$ cat src/core/spq_consts.svh
`ifndef SPQ_CONSTS_SVH
`define SPQ_CONSTS_SVH

// ----------------------------------------------------------------
// Register byte offsets
// ----------------------------------------------------------------
`define SPQ_OFF_CTRL 6'h00
`define SPQ_OFF_MODE 6'h04
`define SPQ_OFF_REPS 6'h08
`define SPQ_OFF_TMO 6'h0C
`define SPQ_OFF_STAGE_ID 6'h10
`define SPQ_OFF_SLOTS 6'h14
`define SPQ_OFF_STATUS 6'h18
`define SPQ_OFF_IDS 6'h1C
`define SPQ_OFF_REMAIN 6'h20
`define SPQ_OFF_IRQ_ST 6'h24
`define SPQ_OFF_IRQ_MSK 6'h28

// ----------------------------------------------------------------
// Control register bit positions
// ----------------------------------------------------------------
`define SPQ_CTRL_ENABLE 0
`define SPQ_CTRL_COMMIT 1
`define SPQ_CTRL_RESET 2
`define SPQ_CTRL_SYNC 3

// ----------------------------------------------------------------
// Interrupt status bit positions
// ----------------------------------------------------------------
`define SPQ_IRQ_DONE 0
`define SPQ_IRQ_ABORT 1
`define SPQ_IRQ_REFUSE 2

// ----------------------------------------------------------------
// Sizes, limits and timing
// ----------------------------------------------------------------
`define SPQ_SLOTS 16
`define SPQ_SLOT_W 5
`define SPQ_REPS_MAX 32'd4000000
`define SPQ_REPS_RST 32'd1
`define SPQ_CLK_HZ 200000000
`define SPQ_MS_CYC (`SPQ_CLK_HZ / 1000)

`endif

$ cat src/core/spq_pkg.sv
package spq_pkg;

    // Pipeliner operating mode
    typedef enum logic [1:0] {
        SPQ_MODE_OFF = 2'h0,
        SPQ_MODE_BATCH = 2'h1,
        SPQ_MODE_QUEUE = 2'h2
    } spq_mode_e;

    // Reported status codes
    typedef enum logic [1:0] {
        SPQ_ST_IDLE = 2'h0,
        SPQ_ST_EXEC = 2'h1,
        SPQ_ST_WAIT = 2'h2,
        SPQ_ST_DONE = 2'h3
    } spq_status_e;

    // Internal sequencing states
    typedef enum logic [1:0] {
        SPQ_FSM_IDLE,
        SPQ_FSM_SYNC,
        SPQ_FSM_RUN,
        SPQ_FSM_DONE
    } spq_fsm_e;

    typedef logic [15:0] spq_id_t;

endpackage : spq_pkg

$ cat src/core/spq_pipeliner.sv
`timescale 1ns/1ps
`default_nettype none
`include "spq_consts.svh"

module spq_pipeliner
    import spq_pkg::*;
(
    // Clock and reset
    input wire logic clk_sys_in,
    input wire logic rst_b_in,
    // Avalon-MM slave
    input wire logic [5:0] avs_address_in,
    input wire logic avs_read_in,
    input wire logic avs_write_in,
    input wire logic [31:0] avs_writedata_in,
    input wire logic [3:0] avs_byteenable_in,
    output logic [31:0] avs_readdata_out,
    output logic avs_waitrequest_out,
    // Waveform sequencer handshake
    output logic seq_start_out,
    output logic [15:0] seq_id_out,
    output logic seq_abort_out,
    output logic seq_reset_out,
    input wire logic seq_done_in,
    // Cross-channel synchronisation
    output logic sync_ready_out,
    input wire logic sync_all_ready_in,
    // Interrupt
    output logic irq_out
);

    // ------------------------------------------------------------
    // State
    // ------------------------------------------------------------
    typedef struct packed {
        spq_id_t [`SPQ_SLOTS-1:0] ids;
        logic [`SPQ_SLOT_W-2:0] rd_ptr;
        logic [`SPQ_SLOT_W-2:0] wr_ptr;
        logic [`SPQ_SLOT_W-1:0] used;
        logic [`SPQ_SLOT_W-2:0] run_idx;
        logic [`SPQ_SLOT_W-1:0] run_cnt;
        spq_fsm_e fsm;
        logic [1:0] mode;
        logic enable;
        logic sync_en;
        logic [31:0] reps;
        logic [31:0] remain;
        logic [31:0] tmo_ms;
        logic [31:0] ms_cnt;
        logic [17:0] cyc_cnt;
        spq_id_t stage_id;
        spq_id_t run_id;
        logic [2:0] irq_st;
        logic [2:0] irq_msk;
        logic ack;
        logic [31:0] rdata;
        logic start;
        logic abort;
        logic seq_rst;
        logic irq;
        logic wreq;
        logic sync_rdy;
    } spq_state_s;

    spq_state_s s_q;
    spq_state_s s_d;

    logic [31:0] wmask;
    logic req;
    logic [`SPQ_SLOT_W-1:0] free_slots;
    logic can_commit;
    logic [31:0] wr_val;
    logic seq_end;
    logic tmo_hit;
    logic [2:0] ev;
    logic [1:0] st_code;

    // Byte-enable mask, eight mask bits per enable bit
    always_comb begin
        for (int b = 0; b < 4; b++) begin
            wmask[b*8 +: 8] = {8{avs_byteenable_in[b]}};
        end
    end

    // Status decode
    // Status code decode
    always_comb begin
        case (s_q.fsm)
            SPQ_FSM_IDLE: st_code = (s_q.enable &&
                s_q.mode == SPQ_MODE_QUEUE) ? SPQ_ST_WAIT : SPQ_ST_IDLE;
            SPQ_FSM_SYNC: st_code = SPQ_ST_EXEC;
            SPQ_FSM_RUN: st_code = SPQ_ST_EXEC;
            SPQ_FSM_DONE: st_code = SPQ_ST_DONE;
            default: st_code = SPQ_ST_IDLE;
        endcase
    end

    assign req = (avs_read_in || avs_write_in) && !s_q.ack;
    assign free_slots = 5'(`SPQ_SLOTS) - s_q.used;
    assign can_commit = (free_slots != 5'h0_0) && s_q.mode != SPQ_MODE_OFF
        && !(s_q.mode == SPQ_MODE_BATCH && s_q.enable);
    assign tmo_hit = (s_q.fsm == SPQ_FSM_RUN) && (s_q.tmo_ms != 32'h0000_0000)
        && (s_q.ms_cnt >= s_q.tmo_ms);
    assign seq_end = (s_q.fsm == SPQ_FSM_RUN) && (seq_done_in || tmo_hit);

    // Next-state logic
    always_comb begin
        s_d = s_q;
        ev = 3'h0;
        wr_val = '0;
        s_d.start = 1'b0;
        s_d.abort = 1'b0;
        s_d.seq_rst = 1'b0;
        s_d.ack = 1'b0;
        s_d.rdata = s_q.rdata;

        // Execution engine
        case (s_q.fsm)
            SPQ_FSM_IDLE: begin
                if (s_q.enable && s_q.mode != SPQ_MODE_OFF &&
                    s_q.used != 5'h0_0) begin
                    s_d.fsm = SPQ_FSM_SYNC;
                    s_d.run_idx = s_q.rd_ptr;
                    s_d.run_cnt = 5'h0_0;
                end
            end
            SPQ_FSM_SYNC: begin
                if (!s_q.enable) begin
                    s_d.fsm = SPQ_FSM_IDLE;
                end else if (!s_q.sync_en || sync_all_ready_in) begin
                    s_d.fsm = SPQ_FSM_RUN;
                    s_d.start = 1'b1;
                    s_d.run_id = s_q.ids[s_q.run_idx];
                    s_d.ms_cnt = '0;
                    s_d.cyc_cnt = '0;
                end
            end
            SPQ_FSM_RUN: begin
                if (s_q.cyc_cnt == 18'(`SPQ_MS_CYC - 1)) begin
                    s_d.cyc_cnt = '0;
                    s_d.ms_cnt = s_q.ms_cnt + 32'h0000_0001;
                end else begin
                    s_d.cyc_cnt = s_q.cyc_cnt + 18'h0_0001;
                end
                if (seq_end) begin
                    s_d.abort = tmo_hit && !seq_done_in;
                    ev[`SPQ_IRQ_DONE] = 1'b1;
                    ev[`SPQ_IRQ_ABORT] = tmo_hit && !seq_done_in;
                    if (s_q.mode == SPQ_MODE_QUEUE) begin
                        s_d.rd_ptr = s_q.rd_ptr + 4'h1;
                        s_d.used = s_q.used - 5'h0_1;
                        s_d.fsm = SPQ_FSM_IDLE;
                    end else if (s_q.run_cnt + 5'h0_1 < s_q.used) begin
                        s_d.run_idx = s_q.run_idx + 4'h1;
                        s_d.run_cnt = s_q.run_cnt + 5'h0_1;
                        s_d.fsm = SPQ_FSM_SYNC;
                    end else if (s_q.remain > 32'h0000_0001) begin
                        s_d.remain = s_q.remain - 32'h0000_0001;
                        s_d.run_idx = s_q.rd_ptr;
                        s_d.run_cnt = 5'h0_0;
                        s_d.fsm = SPQ_FSM_SYNC;
                    end else begin
                        s_d.remain = 32'h0000_0000;
                        s_d.fsm = SPQ_FSM_DONE;
                    end
                end else if (!s_q.enable) begin
                    s_d.abort = 1'b1;
                    s_d.fsm = SPQ_FSM_IDLE;
                end
            end
            SPQ_FSM_DONE: begin
                if (!s_q.enable) begin
                    s_d.fsm = SPQ_FSM_IDLE;
                    s_d.remain = s_q.reps;
                end
            end
            default: s_d.fsm = SPQ_FSM_IDLE;
        endcase

        // Register access, one wait cycle
        if (req) begin
            s_d.ack = 1'b1;
            if (avs_write_in) begin
                case (avs_address_in)
                    `SPQ_OFF_CTRL: begin
                        wr_val = avs_writedata_in & wmask;
                        s_d.enable = wr_val[`SPQ_CTRL_ENABLE];
                        s_d.sync_en = wr_val[`SPQ_CTRL_SYNC];
                        if (wr_val[`SPQ_CTRL_COMMIT]) begin
                            if (can_commit) begin
                                s_d.ids[s_q.wr_ptr] = s_q.stage_id;
                                s_d.wr_ptr = s_q.wr_ptr + 4'h1;
                                s_d.used = s_d.used + 5'h0_1;
                            end else begin
                                ev[`SPQ_IRQ_REFUSE] = 1'b1;
                            end
                        end
                        if (wr_val[`SPQ_CTRL_RESET]) begin
                            s_d.used = 5'h0_0;
                            s_d.rd_ptr = 4'h0;
                            s_d.wr_ptr = 4'h0;
                            s_d.enable = 1'b0;
                            s_d.abort = s_q.fsm == SPQ_FSM_RUN;
                            s_d.fsm = SPQ_FSM_IDLE;
                            s_d.remain = s_q.reps;
                        end
                    end
                    `SPQ_OFF_MODE: begin
                        wr_val = (32'(s_q.mode) & ~wmask) |
                            (avs_writedata_in & wmask);
                        if (wr_val[1:0] != s_q.mode &&
                            wr_val[1:0] != 2'h3) begin
                            s_d.mode = wr_val[1:0];
                            s_d.used = 5'h0_0;
                            s_d.rd_ptr = 4'h0;
                            s_d.wr_ptr = 4'h0;
                            s_d.enable = 1'b0;
                            s_d.fsm = SPQ_FSM_IDLE;
                            s_d.seq_rst = 1'b1;
                            s_d.reps = `SPQ_REPS_RST;
                            s_d.remain = `SPQ_REPS_RST;
                        end
                    end
                    `SPQ_OFF_REPS: begin
                        wr_val = (s_q.reps & ~wmask) |
                            (avs_writedata_in & wmask);
                        // Accept 1 to 4e6 in batch
                        if (s_q.mode == SPQ_MODE_BATCH &&
                            wr_val != 32'h0000_0000 &&
                            wr_val <= `SPQ_REPS_MAX) begin
                            s_d.reps = wr_val;
                            if (s_q.fsm == SPQ_FSM_IDLE) begin
                                s_d.remain = wr_val;
                            end
                        end
                    end
                    `SPQ_OFF_TMO: begin
                        s_d.tmo_ms = (s_q.tmo_ms & ~wmask) |
                            (avs_writedata_in & wmask);
                    end
                    `SPQ_OFF_STAGE_ID: begin
                        wr_val = (32'(s_q.stage_id) & ~wmask) |
                            (avs_writedata_in & wmask);
                        s_d.stage_id = wr_val[15:0];
                    end
                    `SPQ_OFF_IRQ_ST: begin
                        s_d.irq_st = s_q.irq_st & ~avs_writedata_in[2:0];
                    end
                    `SPQ_OFF_IRQ_MSK: begin
                        s_d.irq_msk = avs_writedata_in[2:0];
                    end
                    default: ;
                endcase
            end else begin
                case (avs_address_in)
                    `SPQ_OFF_CTRL: s_d.rdata = {28'h000_0000, s_q.sync_en,
                        2'h0, s_q.enable};
                    `SPQ_OFF_MODE: s_d.rdata = {30'h0000_0000, s_q.mode};
                    `SPQ_OFF_REPS: s_d.rdata = s_q.reps;
                    `SPQ_OFF_TMO: s_d.rdata = s_q.tmo_ms;
                    `SPQ_OFF_STAGE_ID: s_d.rdata = {16'h0000, s_q.stage_id};
                    `SPQ_OFF_SLOTS: s_d.rdata = {11'h000, 5'(`SPQ_SLOTS),
                        11'h000, free_slots};
                    `SPQ_OFF_STATUS: s_d.rdata = {29'h0000_0000,
                        can_commit, st_code};
                    `SPQ_OFF_IDS: s_d.rdata = {s_q.run_id, s_q.stage_id};
                    `SPQ_OFF_REMAIN: s_d.rdata =
                        (s_q.mode == SPQ_MODE_BATCH) ? s_q.remain
                        : 32'h0000_0001;
                    `SPQ_OFF_IRQ_ST: s_d.rdata = {29'h0000_0000, s_q.irq_st};
                    `SPQ_OFF_IRQ_MSK: s_d.rdata = {29'h0000_0000, s_q.irq_msk};
                    default: s_d.rdata = 32'h0000_0000;
                endcase
            end
        end

        // Events set after clears so set wins
        s_d.irq_st = s_d.irq_st | ev;
        s_d.irq = |(s_d.irq_st & s_d.irq_msk);
        // Handshake outputs registered, no gate after the flop
        s_d.wreq = !s_d.ack;
        s_d.sync_rdy = s_d.fsm == SPQ_FSM_SYNC;
    end

    // State register
    always_ff @(posedge clk_sys_in or negedge rst_b_in) begin
        if (!rst_b_in) begin
            s_q <= '0;
            s_q.fsm <= SPQ_FSM_IDLE;
            s_q.mode <= SPQ_MODE_OFF;
            s_q.reps <= `SPQ_REPS_RST;
            s_q.remain <= `SPQ_REPS_RST;
            s_q.wreq <= 1'b1;
        end else begin
            s_q <= s_d;
        end
    end

    // Outputs straight from flops
    assign avs_readdata_out = s_q.rdata;
    assign avs_waitrequest_out = s_q.wreq;
    assign seq_start_out = s_q.start;
    assign seq_id_out = s_q.run_id;
    assign seq_abort_out = s_q.abort;
    assign seq_reset_out = s_q.seq_rst;
    assign sync_ready_out = s_q.sync_rdy;
    assign irq_out = s_q.irq;

endmodule : spq_pipeliner

`default_nettype wire

$ cat config.mk
export PLATFORM = sky130hd
export DESIGN_NAME = spq_pipeliner
export DESIGN_NICKNAME = d
export VERILOG_FILES = /design/src/core/spq_pkg.sv /design/src/core/spq_pipeliner.sv
export VERILOG_INCLUDE_DIRS = /design/src /design/src/core
export SDC_FILE = /design/constraint.sdc
export NUM_CORES = 1
export LEC_CHECK = 0
export BUFFER_PORTS_ARGS = -buffer_cell sky130_fd_sc_hd__buf_2
export CORE_ASPECT_RATIO = 0.5
export CORE_MARGIN = 2
export CORE_UTILIZATION = 55
export DETAILED_ROUTE_END_ITERATION = 16
export PLACE_DENSITY = 0.79
export SLEW_MARGIN = 5
export SYNTH_ARGS = -nofsm -noshare
export SYNTH_HDL_FRONTEND = slang
export SYNTH_SLANG_ARGS = --single-unit
$ cat constraint.sdc
create_clock -name clk_sys_in -period 9.95 [get_ports clk_sys_in]
set_clock_uncertainty 0.15 [all_clocks]
set_input_delay 0.995 -clock clk_sys_in [delete_from_list [all_inputs] [get_ports clk_sys_in]]
set_output_delay 0.995 -clock clk_sys_in [all_outputs]
set_load 0.005 [all_outputs]
Word-level counts from Yosys, hierarchy flattened
Cells that the tools add are included.
- logic and storage cells: 238
- output and inout port bits: 54
- flip-flop bits (word level): 507
- input bits: 48
- equal/unequal tests: 30
- $lt $le $gt $ge: 7
- bitwise operators: 15
- $add $sub $neg: 10
- reduce and logical (&&, ||, !) cells: 49
- muxes and demuxes: 85
- operator list (operator ; count):
    32-bit 2-to-1 mux ; 11
    32-bit case mux with 11 select lines ; 1
    256-bit bitwise mux ; 1
    102-bit 2-to-1 mux ; 2
    64-bit 2-to-1 mux ; 2
    32-bit case mux with 2 select lines ; 2
    50-bit 2-to-1 mux ; 2
    50-bit case mux with 2 select lines ; 1
    32-bit AND ; 3
    32-bit case mux with 3 select lines ; 1
    16-bit binary-select mux with 4-bit select ; 1
    16-bit demux with 4-bit select ; 1
    32-bit OR ; 2
    32-bit nonzero test ; 2
    13-bit 2-to-1 mux ; 4
    39-bit 2-to-1 mux ; 1
    9-bit 2-to-1 mux ; 4
    32-bit by 1-bit adder with 32-bit output (second input constant) ; 1
    32-bit greater-or-equal comparator ; 1
    32-bit by 1-bit > comparator with 1-bit output (second input constant) ; 1
    32-bit by 22-bit less-or-equal comparator with 1-bit output (second input constant) ; 1
    16-bit 2-to-1 mux ; 2
    32-bit inverter ; 1
    32-bit by 1-bit subtractor with 32-bit output (second input constant) ; 1
    55 further kinds ; 147

Logic depth before layout (Yosys ltp)
- depth in word-level cells: 14
- mapped depth: 15
- mapped depth without buffers: 14

Least setup slack after synthesis
OpenSTA, ideal clock, no wires.
- path type: input-to-reg
- start point: input avs_writedata_in[2]
- end point: register s_q[166] (netlist bit)
- path buffers: 3
- setup slack: 6.299 ns
- arrival time: 3.375 ns
- library setup time: 0.126 ns
- cell stages on the path: 11
- required time: 9.674 ns
- path through: buf_2 or4b_1 o22ai_1 a211oi_1 o311a_1 buf_2 o21ai_1 and2_1 buf_2 nor2_1 a311o_1
- RTL lines (element ; line ; text):
    start, declared ; spq_pipeliner.sv:15 ; input wire logic [31:0] avs_writedata_in,
    end, declared ; spq_pipeliner.sv:65 ; spq_state_s s_q;

Worst setup path in the final report
- start point: register s_q[238] (netlist bit)
- end point: register s_q[484] (netlist bit)
- longest elaborated chain between the ends: 5
- ends and longest elaborated chain (element ; line ; text):
    5-bit subtractor ; spq_pipeliner.sv:99 ; assign free_slots = 5'(`SPQ_SLOTS) - s_q.used;
    5-bit nonzero test ; spq_pipeliner.sv:100 ; assign can_commit = (free_slots != 5'h0_0) && s_q.mode != SPQ_MODE_OFF
    1-bit logical AND ; spq_pipeliner.sv:100 ;
    1-bit logical AND ; spq_pipeliner.sv:101 ; && !(s_q.mode == SPQ_MODE_BATCH && s_q.enable);
    5-bit AND reduction (no line) ; -- ;
No other way between the ends.
A chain may end at the register's enable or synchronous reset.

==> out/metrics.cfg <==
[grt]
grt_pass1_wl_um=120000
grt_pass1_vias=20500
grt_overflow=0
antenna_found_initial=3
grt_use_total_pct=30.5
grt_max_degree=185

[synthesis]
syn_area_mm2=0.0266
synth_fa_ha_area_share_pct=2.35
yosysSeqAreaShare_pct=47.6
synth_top_family_by_area=multiplexers
synthArstFlopShare_pct=100
syn_avg_cell_area_um2=10.8
ys_seq_elements=507
synth-compound-area-share_pct=13.0
synth_area_leaders=dfrtp_1 47%, mux2_2 13%, nand2_1 3.0%
ys.flop_type=dfrtp_1
netlist_instances=2467
synthDominantCellAreaShare_pct=47.3
synthSimpleGateAreaFrac_pct=12.1
yosys_warnings=0
synthXorXnorAreaFrac_pct=1.64
synthMuxAreaShare_pct=18.6
synthDistinctLibCells=80
yosysTopAreaCell=dfrtp_1
synth_fp_nets=2565
synth_edf_count=0

[routing]
ant_nets=0
firstDrtPassIters=9
routed_via_density=6.66
drt-initial-drc-count=2685
wl_um=76900
wl_per_cell_um=24.8
vias=20700
drc=0

[clocking]
clk_latency_ns=0.60
cts_tree=built
cts_resized=0
cts_buffers=46
clockBufferDepth=3
cts_sinks=507
cts.reportedPaths.clkPinSlew_ns=0.07
postCtsHoldBufs=0
root_buffer=clkbuf_16
htree_levels=2
post_cts.repair.setup_buffers=0

[power_and_ir_drop]
p_per_area_mw_per_mm2=166
seq_power_share_pct=48.8
p_leak_uw=0.0128
switching_share_pct=29.3
combPwrFrac_pct=13.6
clkPwrFrac_pct=37.5
p_int_uw=3380
worst_ir_drop_vdd_mv=0.127
p_sw_uw=1400

[timing]
slew_violations=0
fmax_mhz=219
worstMarginPinSlew_ns=1.27
fin_setup_tns_ns=0
hold_violations=0
rsz0062_at_grt=false
period_share_pct=45.9
min_period_ns=4.57
fin_ws_ns=5.38
relSlewSlack_pct=15.3
setup_viol=0

[finish]
mostFrequentLayoutCell=dfrtp_1
final_cell_mix=503 x dfrtp_1, 308 x mux2_2, 211 x nand2_1
finalCoreUtilization_pct=60.8
drive_gt1_share_pct=23.3
nNetsFinal=2530
areaGrowthSynthToFinish_pct=7.93

[placement]
gp_congestion=0.970
port_buffers=101
dp_hpwl_um=50700
preCtsSetupSlack_ns=5.08

[setup_path]
critPathLaunchType=register
cp_max_fo=16
crit_arrival_ns=4.89
reg2reg_from=s_q[238]
setup.worst_path.start=s_q[238]
cp.required_ns=10.27
endpoint_kind=register
path_class=reg -> reg

[hold_path]
hold_class=in -> async

[floorplanning]
fp.dieH_um=160
num_rows=56
core_area_mm2=0.0473
start_util_pct=56.3
dieArea_mm2=0.0503
boundaryPins=102
die_w_um=315

[status]
outcome=completed

[job]
drv_cap=0

[worst max-delay path, stage by stage, from the launching register on]
cell and delay, ns:
dfrtp_1 0.46, inv_1 0.15, ha_1 0.23, nand2_1 0.12
nor2_1 0.18, ha_1 0.27, a41oi_1 0.49, nor2b_1 0.66
and3_1 0.34, nand3_1 0.79, mux2_2 0.60
[per-stage QoR]
stage	hold slack, ns	cell area, um2	instances	power (uW)
after global routing	0.319	28700	3105	4970
after global placement	0.318	27200	3022	2980
after CTS	0.289	28700	3105	4780
final	0.242	28800	3107	4780
after detailed placement	0.338	27200	3022	3010
after floorplan	0.293	26600	2467	2740
[metal layers]
| layer | wire length, um | GRT usage [%] | vias up |
|---|---|---|---|
| met5 | 0 | 0 | - |
| met2 | 34700 | 46.9 | 1072 |
| li1 | - | - | 8998 |
| met4 | 2880 | 11.8 | 0 |
| met3 | 8400 | 8.83 | 234 |
| met1 | 31000 | 41.1 | 10400 |
[path summary, 6_finish.rpt]
check | to | slack (ns) | cells after the start
max | s_q[484] | 5.38 | 10
min | s_q[310] | 0.24 | 1
max reg2reg | s_q[484] | 5.38 | 10
min reg2reg | s_q[81] | 0.35 | 1
max in group asynchronous | seq_abort_out | 7.89 | 2
min in group clk_sys_in | s_q[81] | 0.35 | 1
[Yosys cell counts, drive strengths merged (13+ instances only)]
master / instances
and3: 19
or3: 27
mux2: 308
nor2: 165
a31oi: 39
nand2b: 13
xnor2: 19
inv: 66
mux2i: 76
o221ai: 41
and2: 20
o31ai: 14
xor2: 31
o22ai: 20
a21o: 15
o21ai: 121
ha: 50
dfrtp: 504
nor2b: 13
a21oi: 59
nand4: 26
nor3: 45
nand3: 61
buf: 84
clkbuf: 128
nand2: 212
a222oi: 27
a22o: 27
nor4: 38
a22oi: 15
mux4: 32
[power groups by stage]
stage	combinational [uW]	sequential, uW	clock, uW
floorplan	479	2260	0
global placement	623	2360	0
detailed placement	641	2360	0
CTS	645	2330	1810
global route	716	2350	1910
finish	652	2340	1800
[kinds of logic after synthesis]
family / Yosys count
buf+inv: 279
xor+xnor: 50
flops: 507
mux: 416
fa+ha+maj: 50
simple gates: 675
compound gates: 490
[layout make-up]
class | instances | area, um2
Inverter | 67 | 251
Sequential cell | 507 | 12700
Tap cell | 638 | 798
Timing Repair Buffer | 129 | 751
Antenna cell | 2 | 5.00
Fill cell | 3757 | 18500
Clock buffer | 71 | 1380
Multi-Input combinational cell | 1681 | 12700
Clock inverter | 12 | 129
[sequential cells by signal, indices dropped and copies added (netlist names), named ones only]
name,flops
seq_start_out,1
sync_ready_out,1
avs_readdata_out,32
s_q,405
seq_reset_out,1
seq_id_out,16
avs_waitrequest_out,1
seq_abort_out,1
irq_out,1
Power figures use the tool's default switching activity.
